[src/core/nsx_consts.vh]
// constants for the nibble exchange / exclusive-or / direction load datapath
// assumes inclusion by bare name from the datapath module
`ifndef NSX_CONSTS_VH
`define NSX_CONSTS_VH

`define NSX_OP_W          2
`define NSX_OP_NIBBLE     2'h0
`define NSX_OP_XOR_LIT    2'h1
`define NSX_OP_XOR_FILE   2'h2
`define NSX_OP_DIR_LOAD   2'h3

`define NSX_DEST_ACC      1'h0
`define NSX_DEST_FILE     1'h1

`define NSX_DIR_SEL_A     7'h05
`define NSX_DIR_SEL_B     7'h06
`define NSX_DIR_SEL_C     7'h07

`define NSX_ACC_RST       8'h00
`define NSX_DIR_RST       8'hFF
`define NSX_ZERO_RST      1'h0
`define NSX_BYTE_ZERO     8'h00
`define NSX_ADDR_RST      7'h00
`define NSX_WE_RST        1'h0
`define NSX_WE_OFF        1'h0

`define NSX_NIB_HI_MSB    7
`define NSX_NIB_HI_LSB    4
`define NSX_NIB_LO_MSB    3
`define NSX_NIB_LO_LSB    0

`endif

[src/core/nsx_exec.v]
// execution datapath for nibble exchange, two exclusive-or forms and direction load
// assumes the core issues one valid instruction per cycle on i_valid, from the same clock,
// so no input passes a synchroniser; the core owns the file
// memory: file reads arrive on i_file_data, write-backs leave on o_file_we/o_file_wdata
`timescale 1ns/1ps
`include "nsx_consts.vh"

module nsx_exec (
	// clock and reset
	input  wire                 i_clk,
	input  wire                 i_rst_n,
	// instruction issue
	input  wire                 i_valid,
	input  wire [`NSX_OP_W-1:0] i_op,
	input  wire                 i_dest,
	input  wire [6:0]           i_faddr,
	input  wire [7:0]           i_literal,
	input  wire [7:0]           i_file_data,
	// file write-back
	output reg                  o_file_we,
	output reg  [6:0]           o_file_waddr,
	output reg  [7:0]           o_file_wdata,
	// architectural state
	output wire [7:0]           o_acc,
	output wire                 o_zero,
	output wire [7:0]           o_port_a_direction_reg,
	output wire [7:0]           o_port_b_direction_reg,
	output wire [7:0]           o_port_c_direction_reg
);

	// instruction decode
	wire       op_nibble;
	wire       op_xor_lit;
	wire       op_xor_file;
	wire       op_dir_load;
	wire       dest_file;
	wire       dir_hit_a;
	wire       dir_hit_b;
	wire       dir_hit_c;

	// result paths
	wire [7:0] swap_res;
	wire [7:0] xor_lit_res;
	wire [7:0] xor_file_res;

	// accumulator and zero flag
	reg  [7:0] acc_q;
	reg  [7:0] acc_d;
	reg        zero_q;
	reg        zero_d;

	// direction registers
	reg  [7:0] dir_a_q;
	reg  [7:0] dir_a_d;
	reg  [7:0] dir_b_q;
	reg  [7:0] dir_b_d;
	reg  [7:0] dir_c_q;
	reg  [7:0] dir_c_d;

	// file write-back
	reg        file_we_d;
	reg  [6:0] file_waddr_d;
	reg  [7:0] file_wdata_d;

	function op_is;
		input                 v;
		input [`NSX_OP_W-1:0] op;
		input [`NSX_OP_W-1:0] code;
		begin
			op_is = v && (op == code);
		end
	endfunction

	function dir_hit;
		input [6:0] addr;
		input [6:0] sel;
		begin
			dir_hit = (addr == sel);
		end
	endfunction

	function [7:0] swap_nibbles;
		input [7:0] v;
		begin
			swap_nibbles = {v[`NSX_NIB_LO_MSB:`NSX_NIB_LO_LSB],
				v[`NSX_NIB_HI_MSB:`NSX_NIB_HI_LSB]};
		end
	endfunction

	function is_zero;
		input [7:0] v;
		begin
			is_zero = (v == `NSX_BYTE_ZERO);
		end
	endfunction

	assign op_nibble    = op_is(i_valid, i_op, `NSX_OP_NIBBLE);
	assign op_xor_lit   = op_is(i_valid, i_op, `NSX_OP_XOR_LIT);
	assign op_xor_file  = op_is(i_valid, i_op, `NSX_OP_XOR_FILE);
	assign op_dir_load  = op_is(i_valid, i_op, `NSX_OP_DIR_LOAD);
	assign dest_file    = (i_dest == `NSX_DEST_FILE);
	assign dir_hit_a    = dir_hit(i_faddr, `NSX_DIR_SEL_A);
	assign dir_hit_b    = dir_hit(i_faddr, `NSX_DIR_SEL_B);
	assign dir_hit_c    = dir_hit(i_faddr, `NSX_DIR_SEL_C);

	assign swap_res     = swap_nibbles(i_file_data);
	assign xor_lit_res  = acc_q ^ i_literal;
	assign xor_file_res = acc_q ^ i_file_data;

	assign o_acc                  = acc_q;
	assign o_zero                 = zero_q;
	assign o_port_a_direction_reg = dir_a_q;
	assign o_port_b_direction_reg = dir_b_q;
	assign o_port_c_direction_reg = dir_c_q;

	// accumulator next value
	always @* begin
		acc_d = acc_q;
		if (op_nibble && !dest_file) begin
			acc_d = swap_res;
		end else if (op_xor_lit) begin
			acc_d = xor_lit_res;
		end else if (op_xor_file && !dest_file) begin
			acc_d = xor_file_res;
		end
	end

	// nibble exchange and direction load leave the flag alone
	always @* begin
		zero_d = zero_q;
		if (op_xor_lit) begin
			zero_d = is_zero(xor_lit_res);
		end else if (op_xor_file) begin
			zero_d = is_zero(xor_file_res);
		end
	end

	// operands outside 5..7 match no register and change nothing
	always @* begin
		dir_a_d = dir_a_q;
		dir_b_d = dir_b_q;
		dir_c_d = dir_c_q;
		if (op_dir_load) begin
			if (dir_hit_a) begin
				dir_a_d = acc_q;
			end
			if (dir_hit_b) begin
				dir_b_d = acc_q;
			end
			if (dir_hit_c) begin
				dir_c_d = acc_q;
			end
		end
	end

	// write-back request, one cycle per instruction that targets the file
	always @* begin
		file_we_d    = `NSX_WE_OFF;
		file_waddr_d = i_faddr;
		file_wdata_d = `NSX_BYTE_ZERO;
		if (op_nibble) begin
			file_we_d    = dest_file;
			file_wdata_d = swap_res;
		end else if (op_xor_file) begin
			file_we_d    = dest_file;
			file_wdata_d = xor_file_res;
		end
	end

	always @(posedge i_clk) begin
		if (!i_rst_n) begin
			acc_q <= `NSX_ACC_RST;
		end else begin
			acc_q <= acc_d;
		end
	end

	always @(posedge i_clk) begin
		if (!i_rst_n) begin
			zero_q <= `NSX_ZERO_RST;
		end else begin
			zero_q <= zero_d;
		end
	end

	always @(posedge i_clk) begin
		if (!i_rst_n) begin
			dir_a_q <= `NSX_DIR_RST;
			dir_b_q <= `NSX_DIR_RST;
			dir_c_q <= `NSX_DIR_RST;
		end else begin
			dir_a_q <= dir_a_d;
			dir_b_q <= dir_b_d;
			dir_c_q <= dir_c_d;
		end
	end

	always @(posedge i_clk) begin
		if (!i_rst_n) begin
			o_file_we    <= `NSX_WE_RST;
			o_file_waddr <= `NSX_ADDR_RST;
			o_file_wdata <= `NSX_BYTE_ZERO;
		end else begin
			o_file_we    <= file_we_d;
			o_file_waddr <= file_waddr_d;
			o_file_wdata <= file_wdata_d;
		end
	end

endmodule // nsx_exec

[config.mk]
export PLATFORM = sky130hd
export DESIGN_NAME = nsx_exec
export DESIGN_NICKNAME = d
export VERILOG_FILES = /design/src/core/nsx_exec.v
export VERILOG_INCLUDE_DIRS = /design/src /design/src/core
export SDC_FILE = /design/constraint.sdc
export NUM_CORES = 1
export LEC_CHECK = 0
export BUFFER_PORTS_ARGS = -buffer_cell sky130_fd_sc_hd__clkbuf_2
export CORE_ASPECT_RATIO = 2
export CORE_MARGIN = 3
export CORE_UTILIZATION = 44
export DETAILED_ROUTE_END_ITERATION = 6
export PLACE_DENSITY_LB_ADDON = 0.05
export SYNTH_ARGS = -nofsm -noshare
export SYNTH_HDL_FRONTEND = slang
export SYNTH_SLANG_ARGS = --single-unit
[constraint.sdc]
create_clock -name i_clk -period 1.3 [get_ports i_clk]
set_clock_uncertainty 0.2 [all_clocks]
set_input_delay 0 -clock i_clk [delete_from_list [all_inputs] [get_ports i_clk]]
set_output_delay 0 -clock i_clk [all_outputs]
set_load 0.05 [all_outputs]
==> results of run 1 <==
worst reg2reg max path, stage by stage (launching register included):
cell and delay, ps:
dfxtp_4 370, xor2_1 170, nor4_1 300, a21oi_1 120, a211oi_2 150
cells in the mapped netlist:
master    number
o211a_1        1
a22oi_1        8
dfxtp_1       49
a21oi_1        1
and2_1         7
nand4b_1       2
o211ai_1       1
o21ai_0        1
nor4b_2        1
buf_2          4
and3_1         1
clkbuf_1      14
nor2_1         1
a211oi_1       1
and4b_1        1
nor3b_1        1
a21o_1         8
nor3_1         8
nor4_1         4
nand2b_1       1
nor2b_1       10
buf_12         1
nand3b_2       1
mux2i_1       33
nand2_1       26
a21boi_1       1
and4bb_2       1
xor2_1        16
nand4_2        1
nor3b_2        1
a221o_1        8
stage by stage:
step / area, µm² / TNS, ps / util
floorplan: 2293 / -236.4 / -
global placement: 2786 / -2924 / 0.5947
detailed placement: 2786 / -2894 / 0.5947
CTS: 3153 / -106.5 / 0.6729
global route: 3244 / -138.8 / 0.6924
finish: 3244 / -84.17 / 0.6924
path summary, 6_finish.rpt:
| check | startpoint | end | slack (ps) | cells after the start |
|---|---|---|---|---|
| max | i_file_data[0] | o_zero$_SDFFE_PN0P_ | -80 | 6 |
| min | i_file_data[5] | o_file_wdata[5]$_SDFF_PN0_ | -60 | 4 |
| max reg2reg | o_acc[7]$_SDFFE_PN0P_ | o_zero$_SDFFE_PN0P_ | -80 | 4 |
| min reg2reg | o_port_b_direction_reg[1]$_SDFFE_PN1P_ | o_port_b_direction_reg[1]$_SDFFE_PN1P_ | 280 | 2 |
cell families (layout without fill, tap and decap cells):
| logic type | Yosys count | after routing |
|---|---|---|
| flip-flops | 49 | 49 |
| buffers and inverters | 19 | 138 |
| XOR/XNOR | 16 | 16 |
| AND/OR/NAND/NOR | 67 | 67 |
| AO/OA/AOI/OAI | 30 | 30 |
| multiplexers | 33 | 33 |
metal layers:
| layer | vias up | share of wire | track usage |
|---|---|---|---|
| met5 | - | 0 | 0 |
| met4 | 0 | 0.014 | 0.06261 |
| met3 | 7 | 0.051 | 0.04534 |
| met2 | 56 | 0.56 | 0.3771 |
| met1 | 909 | 0.38 | 0.2232 |
| li1 | 994 | - | - |
final cells by class:
class                           instances  area (µm²)
Fill cell                             401        1441
Multi-Input combinational cell        146        1135
Sequential cell                        49        1011
Timing Repair Buffer                  130       900.9
Clock buffer                            6       93.84
Tap cell                               55       68.82
Clock inverter                          2       35.03
timing repair:
| action | CTS | global route |
|---|---|---|
| endpoints found under the hold margin | 35 | 11 |
| endpoints found under the setup margin | 4 | 31 |
| hold buffers | 23 | 8 |
| pin swaps | 2 | 3 |
| gates resized for setup | 3 | 14 |
power breakdown:
group          leakage [nW]  total [mW]  switching, mW  internal (mW)
combinational          1.27       0.632          0.365          0.266
clock                0.0663        1.18          0.498          0.687
sequential            0.405        1.56         0.0271           1.54
total                  1.74        3.38          0.891           2.49
placed cells by master, fill, tap and decap left out, types with 8 or more instances in the layout:
cell and count:
a21o_1 8, a221o_1 8, a22oi_1 8, buf_4 23, clkbuf_2 68, dfxtp_1 41, dfxtp_4 8, dlygate4sd3_1 28
mux2i_1 32, nand2_1 26, nor2b_1 9, nor3_1 8, xor2_1 16
==> flow_summary.ini, run 1 <==
[run_status]
status = complete, but fails checks
violations = hold timing, setup timing

[route]
drtPass1Iterations = 4
num_vias = 1966
wire_per_inst_um = 15.43
drtIter0Drc = 37
post-route-drc-count = 0
drt-total-wl_um = 5987
antenna_left = 0
vias_per_cell = 5.067

[floorplan]
rows = 35
dieHeight_um = 105.3
die_area_um2 = 5863
die_width_um = 55.67
start_util = 0.4633
ios = 78
core_area_um2 = 4686

[clock_tree]
path_clk_slew_ps = 80
post_cts_buffers = 0
cts_tree = built
cts.path.max_buffers = 2
htreeDepth = 2
numCtsBuffers = 5
cts_root_buf = clkbuf_8
insertion_delay_ps = 300
cts.sinks = 49

[final_layout]
diodes = 0
syn_to_final_growth_pct = 49.45
stdcell_count = 388
drive_gt1_frac = 0.3784
nets = 361

[place]
dp_hpwl_um = 4261
placedCellCount = 352
gp_congestion = 0.7770
io_buffers = 77
preCtsSetupSlack_ps = -161.5

[global_routing]
antenna_found_initial = 0
grt_max_degree = 30
first_global_vias = 1907
grt_overflow_total = 0
grt_usage = 0.2033
grt_pass1_wl_um = 9397

[yosys]
yosys.area_share.simple = 0.1769
synth_top_family_by_area = simple AND/OR/NAND/NOR gates
synth.area.top_cells = dfxtp_1, mux2i_1, xor2_1
synth_top_area_share = 0.4519
yosys.area.top_type = dfxtp_1
synth_fa_ha_area_frac = 0
synth.area.mux_share = 0.1522
synthCells = 214
synth_cell_types = 31
synth-compound-area-share = 0.1118
ys_seq_area_frac = 0.4519
ys_warn_count = 0
synth_area_per_cell_um2 = 10.14
syn_area_um2 = 2171
synth_nets = 243
synth_xor_area_frac = 0.06455
ys_seq_elements = 49

[worst_setup_path]
cp_data_required_time_ps = 1320
critical_path_class = input port to flip-flop
cpPeakStageDelay_ps = 610
end_kind = flip-flop
path_cells = clkbuf_2 > dlygate4sd3_1 > xor2_1 > nor4_1 > nand2_1 > a211oi_2
critical_path.startpoint_type = input port
cp_num_buf_inv = 2
cpMaxStageDelayCell = dlygate4sd3_1
arrival_ps = 1410
worst_path_dominant_cell_family = buffers and inverters
crit_fanout = 3

[sta]
max_freq_ghz = 0.7225
worst_pin_slew_ps = 654.9
fin_crit_sh = 1.065
setup_slack_ps = -84.17
rsz0062_at_grt = true
relSlewSlack = 0.5624
final_max_slew_viol_count = 0
min_period_ps = 1384
hold_violations = 7
setup_viol = 1
fin_hold_ws_ps = -55.01

[power]
p_per_area_nw_per_um2 = 1041
power_mw = 3.379
p_leak_nw = 1.740
peakVddDrop_v = 0.001388

[worst_hold_path]
hp-class = input port to flip-flop

[run]
drv_cap = 0
(Power assumes the default switching activity.)
==> inputs of run 2 (changes only) <==
- CAP_MARGIN: unset -> 5
- CORE_MARGIN: 3 -> unset
- PLACE_DENSITY: unset -> 0.75
- PLACE_DENSITY_LB_ADDON: 0.05 -> unset
==> run 2 against run 1 <==
Net effect:
- fmax is essentially flat
- the flow still finishes with violations (hold timing, setup timing)
- global-route usage rose by 2.8 points
- die area shrank 11%
- setup slack lost 1.0 ps
- count of clock-buffer cells in the layout down 1
- via count increased by 3.8%
- wire length decreased by 4.7%
- critical path type unchanged
- critical endpoint unchanged
==> flow_summary.ini, run 2 (synthesis results as in run 1) <==
[worst_hold_path]
hp-class = input port to flip-flop
whs_path_depth = 2
min_from = i_file_data[1]
hold_end = o_acc[5]$_SDFFE_PN0P_

[sta]
rsz0062_at_grt = true
setup_tns_ps = -85.21
final_max_slew_viol_count = 0
relSlewSlack = 0.7709
hold_violations = 8
worst_pin_slew_ps = 343.0
fin_hold_ws_ps = -207.2
fin_crit_sh = 1.066
max_freq_ghz = 0.7219
min_period_ps = 1385
setup_viol = 1
setup_slack_ps = -85.21

[route]
post-route-drc-count = 0
drtPass1Iterations = 4
wire_per_inst_um = 14.77
drtIter0Drc = 33
antenna_left = 0
drt-total-wl_um = 5703
vias_per_cell = 5.285
num_vias = 2040

[worst_setup_path]
path_cells = clkbuf_2 > dlygate4sd3_1 > xor2_1 > nor4_1 > nand2_1 > a211oi_2
reg2reg_to = o_zero$_SDFFE_PN0P_
end_kind = flip-flop
critical_path_class = input port to flip-flop
cpMaxStageDelayCell = dlygate4sd3_1
ff2ff_path_depth = 4
cpPeakStageDelay_ps = 610
rrSetupSlack_ps = -70
r2r-start = o_acc[2]$_SDFFE_PN0P_
critical_path.startpoint_type = input port
cp_num_buf_inv = 2
worst_path_dominant_cell_family = buffers and inverters
crit_fanout = 3
arrival_ps = 1420
cp_data_required_time_ps = 1330

[clock_tree]
numCtsBuffers = 5
cts.path.max_buffers = 2
cts_tree = built
cts_root_buf = clkbuf_8
path_clk_slew_ps = 90
cts.sinks = 49
insertion_delay_ps = 310
htreeDepth = 2
post_cts_buffers = 0

[final_layout]
nets = 359
final_cell_mix = clkbuf_2, dfxtp_1, mux2i_1
diodes = 0
final_common_cell = clkbuf_2
multi_input_area_um2 = 1132
seqCellArea_um2 = 1011
drive_gt1_frac = 0.3867
syn_to_final_growth_pct = 45.76
fillers = 367

[global_routing]
grt_pass1_wl_um = 8997
grt_usage = 0.2311
first_global_vias = 1933
antenna_found_initial = 0
grt_max_degree = 32
grt_overflow_total = 0

[power]
p_leak_nw = 1.706
peakVddDrop_v = 0.001137
p_per_area_nw_per_um2 = 983.3

[floorplan]
core_area_um2 = 4686
start_util = 0.4633
rows = 35
dieHeight_um = 101.3
ios = 78
die_width_um = 51.67
die_area_um2 = 5235

[run_status]
violations = hold timing, setup timing
status = complete, but fails checks

[place]
gp_congestion = 0.8201
dp_hpwl_um = 4140
io_buffers = 77

[run]
drv_cap = 0
## run 2: per-layer routing
layer	routed length [µm]	track usage	part of all wire
met3	249	0.03604	0.044
met1	2215	0.2521	0.39
met4	190	0.1289	0.033
met5	0	0	0
met2	3047	0.4096	0.53
## run 2: worst max path at each step
| stage | endpoint | slack [ps] | cells after the start | startpoint |
|---|---|---|---|---|
| floorplan | o_zero$_SDFFE_PN0P_ | -170 | 5 | o_acc[7]$_SDFFE_PN0P_ |
| detailed placement | o_acc[5]$_SDFFE_PN0P_ | -210 | 6 | i_op[0] |
| global placement | o_acc[5]$_SDFFE_PN0P_ | -140 | 6 | i_op[0] |
| global route | o_zero$_SDFFE_PN0P_ | -110 | 4 | o_acc[2]$_SDFFE_PN0P_ |
| finish | o_zero$_SDFFE_PN0P_ | -90 | 6 | i_file_data[5] |
| CTS | o_zero$_SDFFE_PN0P_ | -50 | 4 | o_acc[2]$_SDFFE_PN0P_ |
## run 2: cell type report
type | count | area share
clock buffer | 5 | 0.02175
sequential | 49 | 0.3195
multi-input combinational | 146 | 0.3579
clock inverter | 3 | 0.006722
timing repair buffer | 128 | 0.2724
tap | 55 | 0.02175
## run 2: through the flow
stage / cells / setup slack [ps] / utilization / total power [mW] / area [µm²]
5_1_grt: 386 / -111.4 / 0.6753 / 3.224 / 3164
4_1_cts: 383 / -49.64 / 0.6630 / 3.108 / 3107
3_5_place_dp: 355 / -213.8 / 0.5968 / 2.150 / 2796
3_3_place_gp: 355 / -143.4 / 0.5968 / 2.140 / 2796
2_1_floorplan: 214 / -173.3 / - / 1.975 / 2293
6_report: 386 / -85.21 / 0.6753 / 3.111 / 3164
## run 2: where the power goes
part / internal, mW / switching (mW)
Clock: 0.383 / 0.542
Sequential: 1.54 / 0.0253
Combinational: 0.261 / 0.365
Total: 2.18 / 0.932
## run 2: what timing repair did
item | CTS | global route
pin swaps | 2 | 0
hold buffers | 20 | 5
resized for setup | 7 | 7
cloned | 0 | 0
setup endpoints to repair | 7 | 19
hold endpoints to repair | 48 | 11
==> inputs of run 3 (changes only) <==
- CELL_PAD_IN_SITES_DETAIL_PLACEMENT: unset -> 1
- CELL_PAD_IN_SITES_GLOBAL_PLACEMENT: unset -> 2
- CORE_UTILIZATION: 44 -> 26
- PLACE_DENSITY: 0.75 -> 0.74
==> run 3 against run 2 <==
Net effect:
- the flow still finishes with violations (hold timing, setup timing)
- fmax increased by 0.21%
- register-to-register slack about the same
- die area increased by 67%
- critical endpoint unchanged
==> flow_summary.ini, run 3 (synthesis results as in run 1) <==
[clock_tree]
cts_root_buf = clkbuf_16
cts.path.max_buffers = 2
cts_tree = built
cts.sinks = 49
htreeDepth = 2
numCtsBuffers = 5
path_clk_slew_ps = 70
insertion_delay_ps = 290

[place]
dp_hpwl_um = 5070
io_buffers = 77
gp_congestion = 0.7291
placed_cell_area_um2 = 2803
preCtsSetupSlack_ps = -213.7

[run_status]
status = complete, but fails checks
violations = hold timing, setup timing

[final_layout]
final_cell_mix = clkbuf_2, dfxtp_1, mux2i_1
nets = 354
drive_gt1_frac = 0.4018
final_common_cell = clkbuf_2
fin_area_um2 = 3316
diodes = 0
syn_to_final_growth_pct = 52.74

[global_routing]
grt_overflow_total = 0
grt_pass1_wl_um = 10920
use_met1 = 0.1771
globalRoute.busiestLayer = met2
grt_max_degree = 32
grt_usage = 0.1686
use_met2 = 0.2997
use_met3 = 0.03038
antenna_found_initial = 0
first_global_vias = 2042

[worst_setup_path]
crit_fanout = 3
reg2reg_to = o_zero$_SDFFE_PN0P_
startpoint = o_acc[6]$_SDFFE_PN0P_
end_kind = flip-flop
arrival_ps = 1400
critical_path_class = flip-flop to flip-flop
cp_data_required_time_ps = 1310
r2r-start = o_acc[6]$_SDFFE_PN0P_
critical_path.startpoint_type = flip-flop
ff2ff_path_depth = 4
rrSetupSlack_ps = -80

[sta]
max_freq_ghz = 0.7234
final_max_slew_viol_count = 0
hold_violations = 1
fin_crit_sh = 1.063
setup_slack_ps = -82.28
fin_hold_ws_ps = -5.904
min_period_ps = 1382
setup_viol = 1
worst_pin_slew_ps = 688.4
rsz0062_at_grt = true
relSlewSlack = 0.5401

[power]
peakVddDrop_v = 0.0005291
p_per_area_nw_per_um2 = 1072
p_leak_nw = 1.724

[run]
drv_cap = 0

[worst_hold_path]
hp-class = input port to flip-flop
hold_end = o_acc[7]$_SDFFE_PN0P_
min_from = i_literal[7]
whs_path_depth = 4

[floorplan]
rows = 46
dieHeight_um = 131.2
die_area_um2 = 8741
ios = 78
die_width_um = 66.61
start_util = 0.2713
core_area_um2 = 8000

[route]
antenna_left = 0
drtIter0Drc = 50
post-route-drc-count = 0
vias_per_cell = 4.777
wire_per_inst_um = 16.60
drtPass1Iterations = 4
num_vias = 2016
drt-total-wl_um = 7005
run 3: power by group:
part	leakage [nW]	internal [mW]	total [mW]	switching (mW)
combinational	1.24	0.276	0.673	0.397
sequential	0.405	1.54	1.57	0.0321
clock	0.0745	0.719	1.32	0.597
total	1.72	2.53	3.56	1.03
run 3: final cells by class:
| cell class | count | area, µm² |
|---|---|---|
| Multi-Input combinational cell | 146 | 1202 |
| Clock inverter | 3 | 20.02 |
| Fill cell | 920 | 4684 |
| Tap cell | 96 | 120.1 |
| Timing Repair Buffer | 123 | 837.1 |
| Sequential cell | 49 | 1011 |
| Clock buffer | 5 | 125.1 |
run 3: metrics by stage:
stage / total power, mW / hold slack, ps / setup TNS [ps] / utilization / instances
final: 3.556 / -5.904 / -82.28 / 0.4145 / 422
after global routing: 3.703 / 37.93 / -146.1 / 0.4145 / 422
after CTS: 3.575 / -188.8 / -91.89 / 0.4054 / 422
after detailed placement: 2.163 / 34.46 / -3371 / 0.3503 / 390
after global placement: 2.154 / 29.87 / -2573 / 0.3503 / 390
after floorplan: 1.975 / -78.29 / -236.4 / - / 214
run 3: how the worst max path moves through the flow:
stage / end / depth (start not counted)
2_1_floorplan: o_zero$_SDFFE_PN0P_ / 5
3_3_place_gp: o_acc[5]$_SDFFE_PN0P_ / 5
3_5_place_dp: o_acc[5]$_SDFFE_PN0P_ / 5
4_1_cts: o_zero$_SDFFE_PN0P_ / 4
5_1_grt: o_zero$_SDFFE_PN0P_ / 4
6_report: o_zero$_SDFFE_PN0P_ / 4
run 3: worst max-delay path, stage by stage, from the launching register on:
cell and delay (ps):
dfxtp_4 380, xor2_4 200, nor4_4 260, nand2_1 100, a211oi_2 170
run 3: repair_timing:
action | in CTS | in global routing
endpoints found under the setup margin | 7 | 5
pin swaps | 8 | 4
setup buffers | 1 | 0
resized for setup | 12 | 14
hold buffers | 23 | 1
endpoints found under the hold margin | 46 | 2
run 3: routing by layer:
layer | up-vias | share of wire
met4 | 0 | 0.030
met3 | 12 | 0.040
li1 | 974 | -
met2 | 55 | 0.55
met1 | 975 | 0.38
met5 | - | 0
